`config.mk`:
```
export PLATFORM = sky130hd
export DESIGN_NAME = cmm_chip_mode
export DESIGN_NICKNAME = d
export VERILOG_FILES = /design/src/cmm_pkg.sv /design/src/cmm_region.sv /design/src/cmm_chip_mode.sv
export SDC_FILE = /design/constraint.sdc
export NUM_CORES = 1
export LEC_CHECK = 0
export BUFFER_PORTS_ARGS = -buffer_cell sky130_fd_sc_hd__buf_2
export CORE_MARGIN = 2
export CORE_UTILIZATION = 50
export CTS_BUF_LIST = sky130_fd_sc_hd__clkbuf_16
export DETAILED_ROUTE_END_ITERATION = 16
export HOLD_SLACK_MARGIN = 0.08
export PLACE_DENSITY = 0.75
export REMOVE_ABC_BUFFERS = 1
export SLEW_MARGIN = 20
export SYNTH_ARGS = -nofsm -noshare
export SYNTH_HDL_FRONTEND = slang
export SYNTH_HIERARCHICAL = 1
export SYNTH_SLANG_ARGS = --single-unit
```
`constraint.sdc`:
```
create_clock -name core_clk -period 3.8 [get_ports core_clk]
set_input_delay 0.19 -clock core_clk [delete_from_list [all_inputs] [get_ports core_clk]]
set_output_delay 0.19 -clock core_clk [all_outputs]
set_load 0.01 [all_outputs]
```
`src/cmm_pkg.sv`:
```
// Shared constants and types for the chip mode and memory map block
package cmm_pkg;

	// Chip modes held in the mode register
	typedef enum logic [1:0] {
		CMM_NORMAL,
		CMM_BOOT,
		CMM_NORMAL_AUX,
		CMM_BOOT_AUX
	} cmm_mode_t;

	// Unlock sequencer states
	typedef enum logic [1:0] {
		CMM_UL_IDLE,
		CMM_UL_ARMED,
		CMM_UL_KEY1
	} cmm_unlock_t;

	// Address widths of the three CPU spaces
	localparam int          ADDR_W         = 16;
	localparam int          IADDR_W        = 8;

	// Program ROM/RAM region: 8 Kbyte from 0000h
	localparam logic [15:0] PROG_BASE      = 16'h0000;
	localparam logic [16:0] PROG_SIZE      = 17'h02000;
	// Boot and self-test ROM: 4 Kbyte from 0000h
	localparam logic [15:0] BOOT_BASE      = 16'h0000;
	localparam logic [16:0] BOOT_SIZE      = 17'h01000;
	// Auxiliary data RAM: 256 bytes from FF00h
	localparam logic [15:0] AUX_BASE       = 16'hFF00;
	localparam logic [16:0] AUX_SIZE       = 17'h00100;

	// Internal data memory 256 bytes, special function area 128 bytes
	localparam logic [7:0]  IDATA_BASE     = 8'h00;
	localparam logic [8:0]  IDATA_SIZE     = 9'h100;
	localparam logic [7:0]  SFR_BASE       = 8'h80;
	localparam logic [8:0]  SFR_SIZE       = 9'h080;

	// Unlock sequence: two key bytes in order after the control write
	localparam logic [7:0]  UNLOCK_KEY1    = 8'h3C;
	localparam logic [7:0]  UNLOCK_KEY2    = 8'hC3;
	// Time allowed for the whole unlock sequence, in ns and cycles
	localparam int          CLK_PERIOD_NS  = 40;
	localparam int          UNLOCK_TIME_NS = 640;
	localparam int          UNLOCK_CYC     = UNLOCK_TIME_NS / CLK_PERIOD_NS;

	// Reset value of the mode register while reset is held
	localparam cmm_mode_t   MODE_RESET     = CMM_NORMAL;

endpackage

```
`src/cmm_region.sv`:
```
// Address window decoder: hit flag and offset inside one region
`timescale 1ns/1ps
module cmm_region
#(
	parameter int                 W     = 16,
	parameter logic [W-1:0]       BASE  = '0,
	parameter logic [W:0]         SIZE  = '0
)
(
	input  wire logic [W-1:0]     addr,
	output logic                  hit,
	output logic [W-1:0]          offset
);

	logic [W:0] diff;

	// Borrow out means below base; wrap-free compare against size
	assign diff   = {1'b0, addr} - {1'b0, BASE};
	assign hit    = !diff[W] && (diff < SIZE);
	assign offset = diff[W-1:0];

endmodule

```
`src/cmm_chip_mode.sv`:
```
// Chip mode selection and memory map decode for the on-chip CPU
//
// Summary of operation
// [RL1] Reset release: pin high normal, low bootstrap
// [RL2] Bits 0,0 then unlock selects normal mode
// [RL3] Bits 0,1 then unlock: normal auxiliary mode
// [RL4] Bits 1,1 then unlock: bootstrap auxiliary mode
// [RL5] Bits 1,0 then unlock selects bootstrap mode
// [RL6] Software selection ignores the boot pin
// [RL7] Hardware reset overrides any software mode change
// [RL8] Normal: code program memory, data auxiliary RAM
// [RL9] Bootstrap: code fetches from boot ROM
// [RL10] Bootstrap data: auxiliary RAM plus program memory
// [RL11] Normal auxiliary: code auxiliary RAM, data program
// [RL12] Bootstrap auxiliary: code boot plus auxiliary RAM
// [RL13] Provide 4K boot ROM, 8K program memory
// [RL14] Internal data and auxiliary RAM separate spaces
// [RL15] 128 byte special function area separate
// [RL16] Mode register loads only at reset, unlock
`timescale 1ns/1ps
module cmm_chip_mode
	import cmm_pkg::*;
#(
	parameter logic [16:0]        PROG_LIMIT   = cmm_pkg::PROG_SIZE,
	parameter logic [16:0]        BOOT_LIMIT   = cmm_pkg::BOOT_SIZE,
	parameter logic [16:0]        AUX_LIMIT    = cmm_pkg::AUX_SIZE,
	parameter logic [7:0]         KEY_FIRST    = cmm_pkg::UNLOCK_KEY1,
	parameter logic [7:0]         KEY_SECOND   = cmm_pkg::UNLOCK_KEY2
)
(
	input  wire logic                  core_clk,
	input  wire logic                  rst_b,
	input  wire logic                  boot_select_pin,
	input  wire logic                  ctl_wr,
	input  wire logic                  boot_loader_enable_bit,
	input  wire logic                  code_swap_bit,
	input  wire logic                  unlock_wr,
	input  wire logic [7:0]            unlock_data,
	input  wire logic                  fetch_req,
	input  wire logic [15:0]           fetch_addr,
	input  wire logic                  xdata_req,
	input  wire logic [15:0]           xdata_addr,
	input  wire logic                  idata_req,
	input  wire logic                  idata_direct,
	input  wire logic [7:0]            idata_addr,
	output cmm_pkg::cmm_mode_t         chip_mode,
	output logic                       mode_loaded,
	output logic                       unlock_armed,
	output logic                       unlock_abort,
	output logic                       fetch_prog_sel,
	output logic                       fetch_boot_sel,
	output logic                       fetch_aux_sel,
	output logic                       fetch_miss,
	output logic [15:0]                fetch_offset,
	output logic                       xdata_prog_sel,
	output logic                       xdata_aux_sel,
	output logic                       xdata_miss,
	output logic [15:0]                xdata_offset,
	output logic                       idata_ram_sel,
	output logic                       sfr_sel,
	output logic [7:0]                 idata_offset
);

	import cmm_pkg::*;

	localparam logic [7:0] TIMER_LOAD = 8'(UNLOCK_CYC);

	logic                boot_pin_meta;
	logic                boot_pin_sync;
	logic                strap_pending;
	cmm_mode_t           next_mode;
	logic                load_mode;
	logic                pend_bsl_en;
	logic                pend_swap;
	cmm_unlock_t         ul_state;
	cmm_unlock_t         next_ul_state;
	logic [7:0]          ul_timer;
	logic                ul_expired;
	logic                key1_ok;
	logic                key2_ok;
	logic                sw_unlock_done;
	logic                abort_now;
	cmm_mode_t           sw_mode;
	cmm_mode_t           strap_mode;

	logic                f_prog_hit;
	logic                f_boot_hit;
	logic                f_aux_hit;
	logic [15:0]         f_prog_off;
	logic [15:0]         f_boot_off;
	logic [15:0]         f_aux_off;
	logic                x_prog_hit;
	logic                x_aux_hit;
	logic [15:0]         x_prog_off;
	logic [15:0]         x_aux_off;
	logic                i_ram_hit;
	logic                i_sfr_hit;
	logic [7:0]          i_ram_off;
	logic [7:0]          i_sfr_off;

	logic                map_code_prog;
	logic                map_code_boot;
	logic                map_code_aux;
	logic                map_data_prog;
	logic                map_data_aux;
	logic                next_f_prog;
	logic                next_f_boot;
	logic                next_f_aux;
	logic [15:0]         next_f_off;
	logic                next_x_prog;
	logic                next_x_aux;
	logic [15:0]         next_x_off;
	logic                next_i_ram;
	logic                next_i_sfr;
	logic [7:0]          next_i_off;

	// Boot pin crosses in from outside; left unreset so the synced
	// level is already valid on the first edge after reset release
	always_ff @(posedge core_clk)
	begin
		boot_pin_meta <= boot_select_pin;
		boot_pin_sync <= boot_pin_meta;
	end

	// Strap sample point: first edge after reset goes high
	always_ff @(posedge core_clk)
	begin
		if (!rst_b)
			strap_pending <= 1'b1;
		else
			strap_pending <= 1'b0;
	end

	assign strap_mode = boot_pin_sync ? CMM_NORMAL : CMM_BOOT; // RL1

	// Control bit pair to mode; the pin is not looked at here
	assign sw_mode = !pend_bsl_en && !pend_swap ? CMM_NORMAL // RL2 RL6
		: !pend_bsl_en && pend_swap ? CMM_NORMAL_AUX // RL3
		: pend_bsl_en && pend_swap ? CMM_BOOT_AUX // RL4
		: CMM_BOOT; // RL5

	// Unlock key checks
	assign key1_ok        = unlock_wr && (unlock_data == KEY_FIRST);
	assign key2_ok        = unlock_wr && (unlock_data == KEY_SECOND);
	assign ul_expired     = (ul_timer == 8'h00);
	assign sw_unlock_done = (ul_state == CMM_UL_KEY1) && key2_ok
		&& !ctl_wr && !ul_expired;

	// Unlock sequencer: control write arms, two keys in order load
	always_comb
	begin
		next_ul_state = ul_state;
		abort_now     = 1'b0;
		case (ul_state)
			CMM_UL_IDLE:
			begin
				if (ctl_wr)
					next_ul_state = CMM_UL_ARMED;
			end
			CMM_UL_ARMED:
			begin
				if (ctl_wr)
					next_ul_state = CMM_UL_ARMED;
				else if (ul_expired || (unlock_wr && !key1_ok))
				begin
					next_ul_state = CMM_UL_IDLE;
					abort_now     = 1'b1;
				end
				else if (key1_ok)
					next_ul_state = CMM_UL_KEY1;
			end
			CMM_UL_KEY1:
			begin
				if (ctl_wr)
					next_ul_state = CMM_UL_ARMED;
				else if (sw_unlock_done)
					next_ul_state = CMM_UL_IDLE;
				else if (ul_expired || unlock_wr)
				begin
					next_ul_state = CMM_UL_IDLE;
					abort_now     = 1'b1;
				end
			end
			default:
				next_ul_state = CMM_UL_IDLE;
		endcase
	end

	// Sequencer state, timer and the pending control bits
	always_ff @(posedge core_clk)
	begin
		if (!rst_b)
		begin
			ul_state    <= CMM_UL_IDLE;
			ul_timer    <= 8'h00;
			pend_bsl_en <= 1'b0;
			pend_swap   <= 1'b0;
		end
		else
		begin
			ul_state <= next_ul_state;
			if (ctl_wr)
			begin
				ul_timer    <= TIMER_LOAD;
				pend_bsl_en <= boot_loader_enable_bit;
				pend_swap   <= code_swap_bit;
			end
			else if (!ul_expired)
				ul_timer <= ul_timer - 8'h01;
		end
	end

	// Strap load wins over a software load in the same cycle
	assign load_mode = strap_pending || sw_unlock_done; // RL16
	assign next_mode = strap_pending ? strap_mode : sw_mode; // RL7

	// Mode register; control writes alone never touch it
	always_ff @(posedge core_clk)
	begin
		if (!rst_b)
		begin
			chip_mode    <= MODE_RESET; // RL7
			mode_loaded  <= 1'b0;
			unlock_armed <= 1'b0;
			unlock_abort <= 1'b0;
		end
		else
		begin
			if (load_mode)
				chip_mode <= next_mode; // RL16
			mode_loaded  <= load_mode;
			unlock_armed <= (next_ul_state != CMM_UL_IDLE);
			unlock_abort <= abort_now;
		end
	end

	// Region decoders for code and external data addresses
	cmm_region #(.W(ADDR_W), .BASE(PROG_BASE), .SIZE(PROG_LIMIT))
		u_f_prog (.addr(fetch_addr), .hit(f_prog_hit), .offset(f_prog_off));
	cmm_region #(.W(ADDR_W), .BASE(BOOT_BASE), .SIZE(BOOT_LIMIT))
		u_f_boot (.addr(fetch_addr), .hit(f_boot_hit), .offset(f_boot_off));
	cmm_region #(.W(ADDR_W), .BASE(AUX_BASE), .SIZE(AUX_LIMIT))
		u_f_aux (.addr(fetch_addr), .hit(f_aux_hit), .offset(f_aux_off));
	cmm_region #(.W(ADDR_W), .BASE(PROG_BASE), .SIZE(PROG_LIMIT))
		u_x_prog (.addr(xdata_addr), .hit(x_prog_hit), .offset(x_prog_off));
	cmm_region #(.W(ADDR_W), .BASE(AUX_BASE), .SIZE(AUX_LIMIT))
		u_x_aux (.addr(xdata_addr), .hit(x_aux_hit), .offset(x_aux_off));

	// Internal data and special function areas, 8-bit space
	cmm_region #(.W(IADDR_W), .BASE(IDATA_BASE), .SIZE(IDATA_SIZE))
		u_i_ram (.addr(idata_addr), .hit(i_ram_hit), .offset(i_ram_off));
	cmm_region #(.W(IADDR_W), .BASE(SFR_BASE), .SIZE(SFR_SIZE))
		u_i_sfr (.addr(idata_addr), .hit(i_sfr_hit), .offset(i_sfr_off));

	// Which memories each mode opens in code and data space
	assign map_code_prog = (chip_mode == CMM_NORMAL); // RL8
	assign map_code_boot = (chip_mode == CMM_BOOT) // RL9
		|| (chip_mode == CMM_BOOT_AUX); // RL12
	assign map_code_aux  = (chip_mode == CMM_NORMAL_AUX) // RL11
		|| (chip_mode == CMM_BOOT_AUX); // RL12
	assign map_data_aux  = (chip_mode == CMM_NORMAL) // RL8
		|| (chip_mode == CMM_BOOT); // RL10
	assign map_data_prog = (chip_mode != CMM_NORMAL); // RL10 RL11 RL12

	// Code fetch routing; regions in one mode never overlap
	assign next_f_prog = fetch_req && map_code_prog && f_prog_hit; // RL13
	assign next_f_boot = fetch_req && map_code_boot && f_boot_hit; // RL13
	assign next_f_aux  = fetch_req && map_code_aux && f_aux_hit;
	assign next_f_off  = next_f_aux ? f_aux_off
		: next_f_boot ? f_boot_off
		: next_f_prog ? f_prog_off : 16'h0000;

	// Data routing; program memory writable where mapped as data
	assign next_x_prog = xdata_req && map_data_prog && x_prog_hit;
	assign next_x_aux  = xdata_req && map_data_aux && x_aux_hit; // RL14
	assign next_x_off  = next_x_aux ? x_aux_off
		: next_x_prog ? x_prog_off : 16'h0000;

	// Direct upper half goes to the function area, all else to RAM
	assign next_i_sfr = idata_req && idata_direct && i_sfr_hit; // RL15
	assign next_i_ram = idata_req && !next_i_sfr && i_ram_hit; // RL14
	assign next_i_off = next_i_sfr ? i_sfr_off
		: next_i_ram ? i_ram_off : 8'h00;

	// Registered code select, one cycle after the request
	always_ff @(posedge core_clk)
	begin
		if (!rst_b)
		begin
			fetch_prog_sel <= 1'b0;
			fetch_boot_sel <= 1'b0;
			fetch_aux_sel  <= 1'b0;
			fetch_miss     <= 1'b0;
			fetch_offset   <= 16'h0000;
		end
		else
		begin
			fetch_prog_sel <= next_f_prog;
			fetch_boot_sel <= next_f_boot;
			fetch_aux_sel  <= next_f_aux;
			fetch_miss     <= fetch_req
				&& !(next_f_prog || next_f_boot || next_f_aux);
			fetch_offset   <= next_f_off;
		end
	end

	// Registered data selects; a miss flags an unmapped access
	always_ff @(posedge core_clk)
	begin
		if (!rst_b)
		begin
			xdata_prog_sel <= 1'b0;
			xdata_aux_sel  <= 1'b0;
			xdata_miss     <= 1'b0;
			xdata_offset   <= 16'h0000;
			idata_ram_sel  <= 1'b0;
			sfr_sel        <= 1'b0;
			idata_offset   <= 8'h00;
		end
		else
		begin
			xdata_prog_sel <= next_x_prog;
			xdata_aux_sel  <= next_x_aux;
			xdata_miss     <= xdata_req && !(next_x_prog || next_x_aux);
			xdata_offset   <= next_x_off;
			idata_ram_sel  <= next_i_ram;
			sfr_sel        <= next_i_sfr;
			idata_offset   <= next_i_off;
		end
	end

endmodule

```
### Yosys cells after proc, flatten, opt, wreduce, memory -nomap -nowiden

Index checks and enable logic that the tools add are counted.

| storage, ports and cells | value |
|---|---|
| register bits after elaboration | 69 |
| bits of input ports | 59 |
| output and inout port bits | 54 |
| word-level logic and storage cells | 127 |

| cells by class | value |
|---|---|
| $add $sub $neg | 4 |
| order comparisons | 7 |
| equal/unequal tests | 8 |
| mux-type cells | 29 |
| bitwise gates (word level) | 1 |
| reduce and logical (&&, ||, !) cells | 54 |

Operators with widths:

| operator | count |
|---|---|
| $mux 16 | 5 |
| $lt 17x9->1 const B | 2 |
| $sub 16x16->17 const B | 2 |
| $lt 16x14->1 const B | 2 |
| $logic_and 1x1->1 | 28 |
| $mux 2 | 11 |
| $lt 16x13->1 const B | 1 |
| $mux 8 | 2 |
| $logic_not 1->1 | 11 |
| $mux 5 | 2 |
| $logic_or 1x1->1 | 9 |
| $lt 8x9->1 const B | 1 |
| $lt 9x8->1 const B | 1 |
| $sub 8x8->9 const B | 1 |
| $eq 8x6->1 const B | 1 |
| $eq 8x8->1 const B | 1 |
| $logic_not 8->1 | 1 |
| $sub 8x1->8 const B | 1 |
| $mux 1 | 7 |
| $eq 2x2->1 const B | 3 |
| $pmux 2 s3 | 1 |
| $eq 2x1->1 const B | 2 |
| $logic_not 2->1 | 2 |
| $reduce_bool 2->1 | 2 |
| 4 further kinds | 4 |

### Logic depth before layout (Yosys ltp)

Gate-level depths: netlist of the first run.

| depth | value |
|---|---|
| depth after elaboration | 9 |
| depth in mapped cells | 8 |
| depth with buffers taken out | 6 |

### By module

The synthesis of the first run kept the hierarchy.

By module, submodules not included:

| module | times used | cells each | area each (um2) | seq. area each (um2) |
|---|---|---|---|---|
| cmm_chip_mode | 1 | 241 | 2582.5 | 1381.3 |
| cmm_region at u_f_aux ... | 2 | 26 | 185.2 | 0.0 |
| cmm_region at u_f_prog ... | 2 | 17 | 130.1 | 0.0 |
| cmm_region at u_f_boot | 1 | 17 | 132.6 | 0.0 |
| cmm_region at u_i_ram | 1 | 10 | 71.3 | 0.0 |
| cmm_region at u_i_sfr | 1 | 9 | 63.8 | 0.0 |

### Least setup slack after synthesis of the first run

Ideal clock, no wire load.

| path | value |
|---|---|
| path kind | input-to-reg |
| start point | in xdata_addr[8] |
| end point | reg xdata_offset[7] |
| setup time | 0.059 ns |
| data arrival time | 1.599 ns |
| required time | 3.741 ns |
| setup slack | 2.142 ns |
| stages on the path | 7 |
| buffers on the path | 2 |
| cells stage by stage | ha_1 -> nor4_1 -> nor2b_1 -> nor2b_1 -> buf_2 -> buf_4 -> a22o_1 |

| between the ends | value |
|---|---|
| cells in the longest elaborated chain, start to end | 5 |
| elaborated cells on any way between the ends | 9 |
| classes of those cells | 1 x add/sub; 2 x order compare; 2 x mux; 4 x reduce/logical |

Ends and longest elaborated chain:

| element | line | text |
|---|---|---|
| start: declaration | cmm_chip_mode.sv:42 | `input wire logic [15:0] xdata_addr,` |
| $sub 16x16->17 (*) | cmm_region.sv:18 | `assign diff = {1'b0, addr} - {1'b0, BASE};` |
| $lt 17x9->1 / $logic_not 1->1 (equally long branches) | cmm_region.sv:19 | `assign hit = !diff[W] && (diff < SIZE);` |
| $logic_and 1x1->1 (*) | cmm_region.sv:19 |  |
| via x_aux_hit | cmm_chip_mode.sv:93 | `logic x_aux_hit;` |
| $logic_and 1x1->1 (*) | cmm_chip_mode.sv:275 | `assign next_x_aux = xdata_req && map_data_aux && x_aux_hit;` |
| $mux 16 (*) | cmm_chip_mode.sv:276 | `assign next_x_off = next_x_aux ? x_aux_off` |
| end signal: assignment | cmm_chip_mode.sv:325 | `xdata_offset <= next_x_off;` |
| end: declaration | cmm_chip_mode.sv:58 | `output logic [15:0] xdata_offset,` |

Mark *: on every way through the listed nets, which the timed path passes. The rest lies on a longest branch.
A chain may end at the register's enable or synchronous reset.

### Final worst setup path of the first run

| path | value |
|---|---|
| start point | in xdata_addr[8] |
| end point | reg xdata_offset[11] |

| between the ends | value |
|---|---|
| cells in the longest elaborated chain, start to end | 5 |
| elaborated cells on any way between the ends | 9 |
| classes of those cells | 1 x add/sub; 2 x order compare; 2 x mux; 4 x reduce/logical |

Ends and longest elaborated chain:

| element | line | text |
|---|---|---|
| $sub 16x16->17 | cmm_region.sv:18 |  |
| via x_aux_off[9] | cmm_chip_mode.sv:95 | `logic [15:0] x_aux_off;` |
| $lt 17x9->1 | cmm_region.sv:19 |  |
| $logic_and 1x1->1 | cmm_region.sv:19 |  |
| via x_aux_hit | cmm_chip_mode.sv:93 |  |
| $logic_and 1x1->1 | cmm_chip_mode.sv:275 |  |
| $mux 16 | cmm_chip_mode.sv:276 |  |

The timed path passes the listed nets, and every way through them passes these cells.

==> results of run 1 <==
timing repair:
| item | in CTS | in global routing |
|---|---|---|
| endpoints found under the setup margin | 0 | 0 |
| hold buffers | 3 | 0 |
| endpoints found under the hold margin | 3 | 0 |
layer usage:
layer	vias up	track usage, %	routed length (um)
met5	-	0	0
met4	0	7.97	113
met3	9	3.98	434
met2	100	26.6	3110
met1	1148	20.8	2950
li1	1278	-	-
cells by family after synthesis:
kind of cell / count (synthesis) / synth area share [%]
AO/OA/AOI/OAI: 63 / 15.8
flip-flops: 69 / 39.7
AND/OR/NAND/NOR: 97 / 15.5
XOR/XNOR: 18 / 4.53
multiplexers: 2 / 0.575
other: 1 / 0.108
adder cells (fa/ha/maj): 8 / 2.88
buffers and inverters: 105 / 20.9
Yosys cell counts, drive strengths merged, types with 2 or more instances:
library cell / number / share of area (%)
a221oi: 2 / 0.50
a222oi: 15 / 4.3
mux2i: 2 / 0.58
a21oi: 5 / 0.83
nor3: 7 / 1.4
a22o: 24 / 6.0
a211oi: 4 / 1.4
nor4: 7 / 1.9
and3: 4 / 0.72
clkbuf: 3 / 0.32
xnor2: 9 / 2.3
nor3b: 2 / 0.43
nand3: 10 / 1.7
buf: 91 / 19
nor2: 35 / 3.8
nor2b: 3 / 0.54
nor4bb: 2 / 0.58
and4: 2 / 0.58
nand2: 13 / 1.5
a31o: 2 / 0.50
o21ai: 3 / 0.43
nand4: 6 / 1.1
ha: 8 / 2.9
dfxtp: 69 / 40
xor2: 9 / 2.3
inv: 10 / 1.1
metrics by stage:
step                      instance area [sq um]  total power [mW]
after floorplan                            2790              1.10
after CTS                                  3770              2.02
after global routing                       3780              2.11
after global placement                     3450              1.20
after detailed placement                   3450              1.21
final                                      3780              2.01
flip-flops by register name, indices dropped and copies added (netlist names):
signal and cells:
unlock_armed 1, unlock_abort 1, xdata_aux_sel 1, idata_offset 8, fetch_aux_sel 1, xdata_offset 16, fetch_offset 16, sfr_sel 1
xdata_miss 1, idata_ram_sel 1, strap_pending 1, mode_loaded 1, chip_mode 2, boot_pin_meta 1, ul_state 2, fetch_miss 1
xdata_prog_sel 1, pend_swap 1, boot_pin_sync 1, fetch_prog_sel 1, fetch_boot_sel 1, ul_timer 8, pend_bsl_en 1
where the power goes:
group	internal, mW	leakage (nW)	total, mW	switching (mW)
Clock	0.504	0.143	0.808	0.304
Combinational	0.171	1.05	0.379	0.208
Sequential	0.771	0.562	0.821	0.0493
Total	1.45	1.75	2.01	0.562
worst min-delay path by stage:
| stage | startpoint | slack [ns] | to | cells past startpoint |
|---|---|---|---|---|
| after global routing | idata_addr[0] | 0.09 | idata_offset[0]$_SDFF_PN0_ | 2 |
| after global placement | boot_select_pin | 0.29 | boot_pin_meta$_DFF_P_ | 1 |
| final | xdata_addr[3] | 0.09 | xdata_offset[3]$_SDFF_PN0_ | 2 |
| after detailed placement | boot_select_pin | 0.29 | boot_pin_meta$_DFF_P_ | 1 |
| after CTS | xdata_addr[3] | 0.08 | xdata_offset[3]$_SDFF_PN0_ | 2 |
| after floorplan | boot_select_pin | 0.22 | boot_pin_meta$_DFF_P_ | 0 |
worst reg2reg max path, stage by stage, from the launching register on:
cell and delay, ns:
dfxtp_1 0.36, inv_1 0.10, ha_1 0.14, nor3b_1 0.37, nand2_2 0.24, a31o_2 0.28, a221oi_1 0.22
layout make-up:
type	count	area [sq um]	area share (%)
multi-input cells	189	1370	36.4
clock buffers	9	225	5.96
inverters	11	41.3	1.09
well taps	80	100	2.65
repair buffers	115	591	15.6
clock inverters	7	65.1	1.72
flip-flops and latches	69	1380	36.6
==> results.sh, run 1 <==
export IMPL_status="complete, no violations"
export IMPL_fin_crit_sh_pct=50.1
export IMPL_grt_pass1_wl_mm=9.98
export IMPL_grt_pass1_vias=2195
export IMPL_cts_tree="built"
export IMPL_hpwl_mm=4.67
export IMPL_grt_max_degree=27
export IMPL_syn_to_final_growth_pct=8.52
export IMPL_fin_util_pct=55.9
export IMPL_start_util_pct=51.5
export IMPL_setup_slack_ns=1.90
export IMPL_irDropWorstVdd_uv=260
export IMPL_hold_violations=0
export IMPL_avgViaCountPerCell=5.28
export IMPL_syn_avg_cell_area_sq_um=9.59
export IMPL_crit_type="in2reg"
export IMPL_drcViolationCount=0
export IMPL_crit_end="xdata_offset[11]$_SDFF_PN0_"
export IMPL_finalMaxSlewViolations=0
export IMPL_max_slew_margin_pct=29.9
export IMPL_endpoint_kind="register"
export IMPL_leakagePower_nw=1.75
export IMPL_stdcell_count=480
export IMPL_fin_crit_ns=1.90
export IMPL_die_x_um=87.4
export IMPL_via_count=2535
export IMPL_antenna_cells=0
export IMPL_post_place_ws_ns=1.29
export IMPL_critical_path_max_fanout=17
export IMPL_dieArea_sq_um=7640
export IMPL_yosysSeqAreaShare_pct=39.7
export IMPL_cts_resized=0
export IMPL_die_y_um=87.4
export IMPL_start_kind="input port"
export IMPL_grt_remaining_overflow=0
export IMPL_path_buf_inv=1
export IMPL_crit_cells=6
export IMPL_fillers=628
export IMPL_rsz0062_at_grt="no"
export IMPL_final_cell_mix="buf_2, dfxtp_1, nor2_1, a22o_1, a222oi_1"
export IMPL_setup_viol=0
export IMPL_hold_ws_ns=0.0894
export IMPL_routedWlPerCell_um=13.8
export IMPL_track_usage_pct=16.6
export IMPL_wl_mm=6.60
export IMPL_htreeDepth=3
export IMPL_crit_chain="buf_2 > ha_1 > nor4_1 > nor2b_1 > nor2b_2 > a22o_1"
export IMPL_numClockSinks=69
export IMPL_final_common_cell="buf_2"
export IMPL_hold_path_class="in2reg"
export IMPL_synth_edf_count=0
export IMPL_ys_async_sr_fraction_pct=0
export IMPL_ctsLongestPathBuffers=2
export IMPL_first_iter_violations=160
export IMPL_cp_data_arrival_time_ns=2.17
export IMPL_cpPeakStageDelay_ns=0.64
export IMPL_gp_congestion=0.779
export IMPL_power_density_nw_per_um2=531
export IMPL_clockRootBuffer="clkbuf_16"
export IMPL_worstReg2RegStart="ul_timer[0]$_SDFFE_PP0P_"
export IMPL_core_sq_um=6760
export IMPL_reg2reg_slack_ns=1.98
export IMPL_syn_inst=363
export IMPL_dp_cells=461
export IMPL_synth_seq_cells=69
export IMPL_port_buffers=112
export IMPL_final_nets=462
export IMPL_crit_family="simple AND/OR/NAND/NOR gates"
export IMPL_postCtsSetupRepairBufs=0
export IMPL_finalClockSkew_ns=0.00469
export IMPL_drv_cap=0
export IMPL_final_layout_size_suffix_gt1_share_pct=35.5
export IMPL_ant_nets=0
export IMPL_r2r_end="chip_mode[0]$_SDFFE_PN0P_"
export IMPL_dr_pass1_iters=10
export IMPL_reg2reg_depth=6
export IMPL_insertion_delay_ns=0.32
export IMPL_fin_setup_tns_ns=0
export IMPL_ys_warn_count=6
export IMPL_num_rows=30
export IMPL_ioPinCount=113
export IMPL_numCtsBuffers=9
export IMPL_synth_ff_type="dfxtp_1"
export IMPL_clock_fmax_ghz=0.525
export IMPL_slowest_stage="nor2b_2"
export IMPL_tightest_slew_ns=1.05
export IMPL_syn_area_sq_um=3480
export IMPL_clk_pin_slew_ns=0.05
export IMPL_antenna_found_initial=0
export IMPL_cp_required_ns=4.06
export IMPL_synth_distinct_cells=55
export IMPL_setup_worst_path_start="xdata_addr[8]"
Power figures use the tool's default switching activity.
==> run 2: changes to the inputs <==
- CORE_UTILIZATION: 50 -> 46
- PLACE_DENSITY: 0.75 -> 0.72
- clock period: 3.8 -> 1.71 ns (I/O delays scaled with it)
==> results.sh, run 2 (synthesis gave the netlist of run 1 again) <==
export IMPL_fillers=655
export IMPL_final_cell_mix="buf_2, dfxtp_1, dlygate4sd3_1, nor2_1, a22o_1"
export IMPL_cpPeakStageDelay_ns=0.54
export IMPL_antenna_cells=0
export IMPL_fin_crit_sh_pct=90.8
export IMPL_p_int_mw=3.36
export IMPL_rsz0062_at_grt="no"
export IMPL_p_sw_share_pct=27.8
export IMPL_seqPwrFrac_pct=38.9
export IMPL_syn_to_final_growth_pct=23.0
export IMPL_grt_pass1_vias=2699
export IMPL_reg_largest_list="fetch_offset (16), xdata_offset (16)"
export IMPL_tightest_slew_ns=0.671
export IMPL_power_density_nw_per_um2=1090
export IMPL_cp_data_arrival_time_ns=1.80
export IMPL_num_rows=31
export IMPL_grt_remaining_overflow=0
export IMPL_crit_type="in2reg"
export IMPL_dieArea_sq_um=8280
export IMPL_via_count=2762
export IMPL_wl_mm=7.72
export IMPL_port_buffers=112
export IMPL_track_usage_pct=19.2
export IMPL_avgViaCountPerCell=5.03
export IMPL_final_nets=513
export IMPL_finalMaxSlewViolations=0
export IMPL_first_iter_violations=175
export IMPL_cts_tree="built"
export IMPL_insertion_delay_ns=0.32
export IMPL_critical_path_max_fanout=15
export IMPL_setup_slack_ns=0.158
export IMPL_ant_nets=0
export IMPL_hold_ws_ns=0.117
export IMPL_final_layout_size_suffix_gt1_share_pct=35.3
export IMPL_pwr_share_clk_pct=38.4
export IMPL_postCtsSetupRepairBufs=0
export IMPL_cp_required_ns=1.96
export IMPL_irDropWorstVdd_uv=597
export IMPL_hold_depth=2
export IMPL_start_util_pct=47.7
export IMPL_clockRootBuffer="clkbuf_16"
export IMPL_clock_fmax_ghz=0.644
export IMPL_die_y_um=91.0
export IMPL_drv_cap=0
export IMPL_final_common_cell="buf_2"
export IMPL_fin_crit_ns=1.55
export IMPL_leakagePower_nw=1.98
export IMPL_ctsLongestPathBuffers=2
export IMPL_post_place_ws_ns=-0.0534
export IMPL_hold_violations=0
export IMPL_ioPinCount=113
export IMPL_endpoint_kind="register"
export IMPL_antenna_found_initial=0
export IMPL_numClockSinks=69
export IMPL_crit_chain="dlygate4sd3_1 > buf_2 > nand3_1 > a21oi_2 > a222oi_1 > nor2_1"
export IMPL_setup_viol=0
export IMPL_clk_pin_slew_ns=0.06
export IMPL_gp_congestion=0.772
export IMPL_grt_max_degree=25
export IMPL_hpwl_mm=5.07
export IMPL_fin_setup_tns_ns=0
export IMPL_hold_path_class="in2reg"
export IMPL_routedWlPerCell_um=14.1
export IMPL_finalClockSkew_ns=0.00521
export IMPL_numCtsBuffers=9
export IMPL_status="complete, no violations"
export IMPL_start_kind="input port"
export IMPL_htreeDepth=3
export IMPL_slowest_stage="dlygate4sd3_1"
export IMPL_power_switching_mw=1.29
export IMPL_max_slew_margin_pct=55.3
export IMPL_dr_pass1_iters=7
export IMPL_core_sq_um=7290
export IMPL_p_comb_share_pct=22.6
export IMPL_die_x_um=91.0
export IMPL_drcViolationCount=0
export IMPL_grt_pass1_wl_mm=12.7
export IMPL_reg2reg_depth=4
run 2: cell types whose count changed in the layout (fill, tap and decap cells not counted):
cell,before,now
buf_12,0,1
buf_4,0,16
clkinv_1,2,1
clkinv_2,3,2
clkinvlp_4,1,2
dlygate4sd3_1,3,37
nor2b_1,2,3
nor2b_2,1,0
nor3b_1,2,1
nor3b_2,0,1
run 2: worst paths after layout:
check / start / endpoint / slack (ns)
max: fetch_req / fetch_offset[3]$_SDFF_PN0_ / 0.16
min: rst_b / ul_timer[4]$_SDFFE_PN0P_ / 0.12
max reg2reg: ul_timer[2]$_SDFFE_PP0P_ / chip_mode[0]$_SDFFE_PN0P_ / 0.20
min reg2reg: boot_pin_meta$_DFF_P_ / boot_pin_sync$_DFF_P_ / 0.33
run 2: final cells by class:
class	count	area, sq um	share of cell area [%]
inverter	11	41.3	0.964
sequential	69	1380	32.3
timing repair buffer	166	1070	25.0
clock buffer	9	225	5.26
tap	99	124	2.89
multi-input combinational	189	1380	32.1
clock inverter	6	63.8	1.49
run 2: power by group through the flow:
| stage | Sequential (mW) | Combinational, mW | Clock, mW |
|---|---|---|---|
| finish | 1.81 | 1.05 | 1.79 |
| global route | 1.82 | 1.18 | 1.93 |
| CTS | 1.81 | 1.05 | 1.82 |
| detailed placement | 1.84 | 0.964 | 0 |
| global placement | 1.83 | 0.955 | 0 |
| floorplan | 1.85 | 0.587 | 0 |
run 2: what timing repair did:
item,4_1_cts,5_1_grt
endpoints found under the setup margin,0,2
hold buffers,37,0
resized for setup,0,1
endpoints found under the hold margin,37,0
run 2: metrics by stage:
step,area (sq um),power (mW),utilization (%),std cells
after global routing,4280,4.93,58.7,549
after CTS,4280,4.68,58.7,549
after detailed placement,3620,2.80,49.6,497
after global placement,3620,2.79,49.6,497
final,4280,4.65,58.7,549
after floorplan,2790,2.44,-,269
run 2: critical path: cells and delay by family:
family / cells / cell delay, ns
and+or+nand+nor: 2 / 0.29
AOI/OAI and AO/OA: 2 / 0.73
buffers and inverters: 2 / 0.70
run 2: layer usage:
layer / track usage, % / share of wire (%) / vias up
li1: - / - / 1385
met2: 32.2 / 49 / 111
met5: 0 / 0 / -
met4: 8.96 / 2.6 / 0
met1: 23.2 / 43 / 1248
met3: 4.32 / 5.9 / 18
==> run 3: changes to the inputs <==
- CAP_MARGIN: not set -> 20
- CORE_UTILIZATION: 46 -> 28
- PLACE_DENSITY: 0.72 -> 0.45
- clock period: 1.71 -> 2 ns (I/O delays scaled with it)
==> results.sh, run 3 (synthesis gave the netlist of run 1 again) <==
export IMPL_status="complete, no violations"
export IMPL_finalMaxSlewViolations=0
export IMPL_core_sq_um=12100
export IMPL_antenna_found_initial=0
export IMPL_ioPinCount=113
export IMPL_gp_congestion=0.725
export IMPL_critical_path_max_fanout=17
export IMPL_first_iter_violations=232
export IMPL_post_dp_cell_area_sq_um=3620
export IMPL_grt_pass1_vias=2579
export IMPL_dr_pass1_iters=9
export IMPL_crit_type="in2reg"
export IMPL_clockRootBuffer="clkbuf_16"
export IMPL_worstReg2RegStart="chip_mode[1]$_SDFFE_PN0P_"
export IMPL_routedWlPerCell_um=13.2
export IMPL_hold_path_class="in2reg"
export IMPL_min_to="fetch_offset[9]$_SDFF_PN0_"
export IMPL_reg2reg_depth=3
export IMPL_final_cell_mix="buf_2, dfxtp_1, dlygate4sd3_1, nor2_1, a22o_1"
export IMPL_cp_data_arrival_time_ns=2.12
export IMPL_fin_area_sq_um=4300
export IMPL_antenna_cells=0
export IMPL_reg_largest_list="fetch_offset (16), xdata_offset (16)"
export IMPL_clock_fmax_ghz=0.541
export IMPL_crit_chain="dlygate4sd3_1 > buf_2 > ha_1 > nor4_1 > nor2b_4 > nor2b_1 > buf_4 > a22o_1"
export IMPL_final_layout_size_suffix_gt1_share_pct=33.6
export IMPL_fin_crit_sh_pct=92.4
export IMPL_grt_remaining_overflow=0
export IMPL_fin_crit_ns=1.85
export IMPL_irDropWorstVdd_uv=490
export IMPL_hold_depth=3
export IMPL_slowest_stage="dlygate4sd3_1"
export IMPL_ant_nets=0
export IMPL_start_kind="input port"
export IMPL_fin_setup_tns_ns=0
export IMPL_avgViaCountPerCell=4.41
export IMPL_num_rows=40
export IMPL_start_util_pct=28.9
export IMPL_power_density_nw_per_um2=950
export IMPL_hpwl_mm=5.59
export IMPL_postCtsSetupRepairBufs=0
export IMPL_setup_viol=0
export IMPL_reg2reg_slack_ns=0.17
export IMPL_rsz0062_at_grt="no"
export IMPL_drv_cap=0
export IMPL_finalClockSkew_ns=0.00439
export IMPL_stdcell_count=608
export IMPL_die_x_um=115
export IMPL_cp_required_ns=2.27
export IMPL_syn_to_final_growth_pct=23.5
export IMPL_dieArea_sq_um=13300
export IMPL_final_nets=502
export IMPL_final_common_cell="buf_2"
export IMPL_port_buffers=112
export IMPL_grt_pass1_wl_mm=12.2
export IMPL_hold_violations=0
export IMPL_numClockSinks=69
export IMPL_r2r_end="fetch_offset[13]$_SDFF_PN0_"
export IMPL_track_usage_pct=11.9
export IMPL_max_slew_margin_pct=31.1
export IMPL_tightest_slew_ns=1.03
export IMPL_wl_mm=8.04
export IMPL_hold_ws_ns=0.104
export IMPL_die_y_um=115
export IMPL_endpoint_kind="register"
export IMPL_ctsLongestPathBuffers=2
export IMPL_cts_tree="built"
export IMPL_leakagePower_nw=1.93
export IMPL_total_power_mw=4.08
export IMPL_numCtsBuffers=9
export IMPL_drcViolationCount=0
export IMPL_fillers=1231
export IMPL_grt_max_degree=23
export IMPL_cpPeakStageDelay_ns=0.53
export IMPL_clk_pin_slew_ns=0.06
export IMPL_via_count=2681
export IMPL_dp_cells=556
export IMPL_insertion_delay_ns=0.33
export IMPL_worstHoldStart="fetch_addr[9]"
export IMPL_htreeDepth=3
run 3: worst max-delay path by stage:
| stage | start | end | slack, ns | depth (start not counted) |
|---|---|---|---|---|
| 3_3_place_gp | fetch_addr[8] | fetch_offset[13]$_SDFF_PN0_ | 0.06 | 6 |
| 2_1_floorplan | xdata_addr[8] | xdata_offset[0]$_SDFF_PN0_ | 0.12 | 5 |
| 5_1_grt | chip_mode[1]$_SDFFE_PN0P_ | fetch_offset[11]$_SDFF_PN0_ | 0.003 | 3 |
| 3_5_place_dp | fetch_addr[8] | fetch_offset[15]$_SDFF_PN0_ | 0.11 | 6 |
| 6_report | xdata_addr[8] | xdata_offset[13]$_SDFF_PN0_ | 0.15 | 8 |
| 4_1_cts | xdata_addr[8] | xdata_offset[13]$_SDFF_PN0_ | 0.03 | 8 |
run 3: per-layer routing:
| metal | track usage [%] | vias up | part of all wire (%) |
|---|---|---|---|
| met4 | 5.06 | 0 | 1.4 |
| met5 | 0 | - | 0 |
| met3 | 3.87 | 8 | 7.1 |
| li1 | - | 1358 | - |
| met2 | 19.9 | 102 | 46 |
| met1 | 13.9 | 1213 | 46 |
run 3: power breakdown:
group	leakage [nW]	switching [mW]	internal [mW]
clock network	0.151	0.595	1.08
logic	1.22	0.427	0.416
registers	0.562	0.0960	1.47
run 3: through the flow:
stage,util (%),setup slack [ns]
2_1_floorplan,-,0.120
3_3_place_gp,30.0,0.0618
3_5_place_dp,30.0,0.107
4_1_cts,35.6,0.0253
5_1_grt,35.6,0.00315
6_report,35.6,0.151
run 3: layout make-up:
| class | instances | area, sq um | area share (%) |
|---|---|---|---|
| flip-flops and latches | 69 | 1380 | 32.1 |
| multi-input cells | 189 | 1380 | 32.1 |
| repair buffers | 155 | 973 | 22.6 |
| clock buffers | 9 | 225 | 5.24 |
| well taps | 168 | 210 | 4.89 |
| clock inverters | 7 | 88.8 | 2.07 |
| inverters | 11 | 41.3 | 0.960 |
run 3: repair_timing:
item,CTS,global route
gates resized for setup,0,2
hold buffers,36,0
setup endpoints to repair,0,16
hold endpoints to repair,36,0
run 3: worst max-delay path: cells and delay by family:
kind | cells | cell delay [ns]
buffers and inverters | 3 | 0.90
adders and majority gates | 1 | 0.30
AOI/OAI and AO/OA | 1 | 0.17
and+or+nand+nor | 3 | 0.63
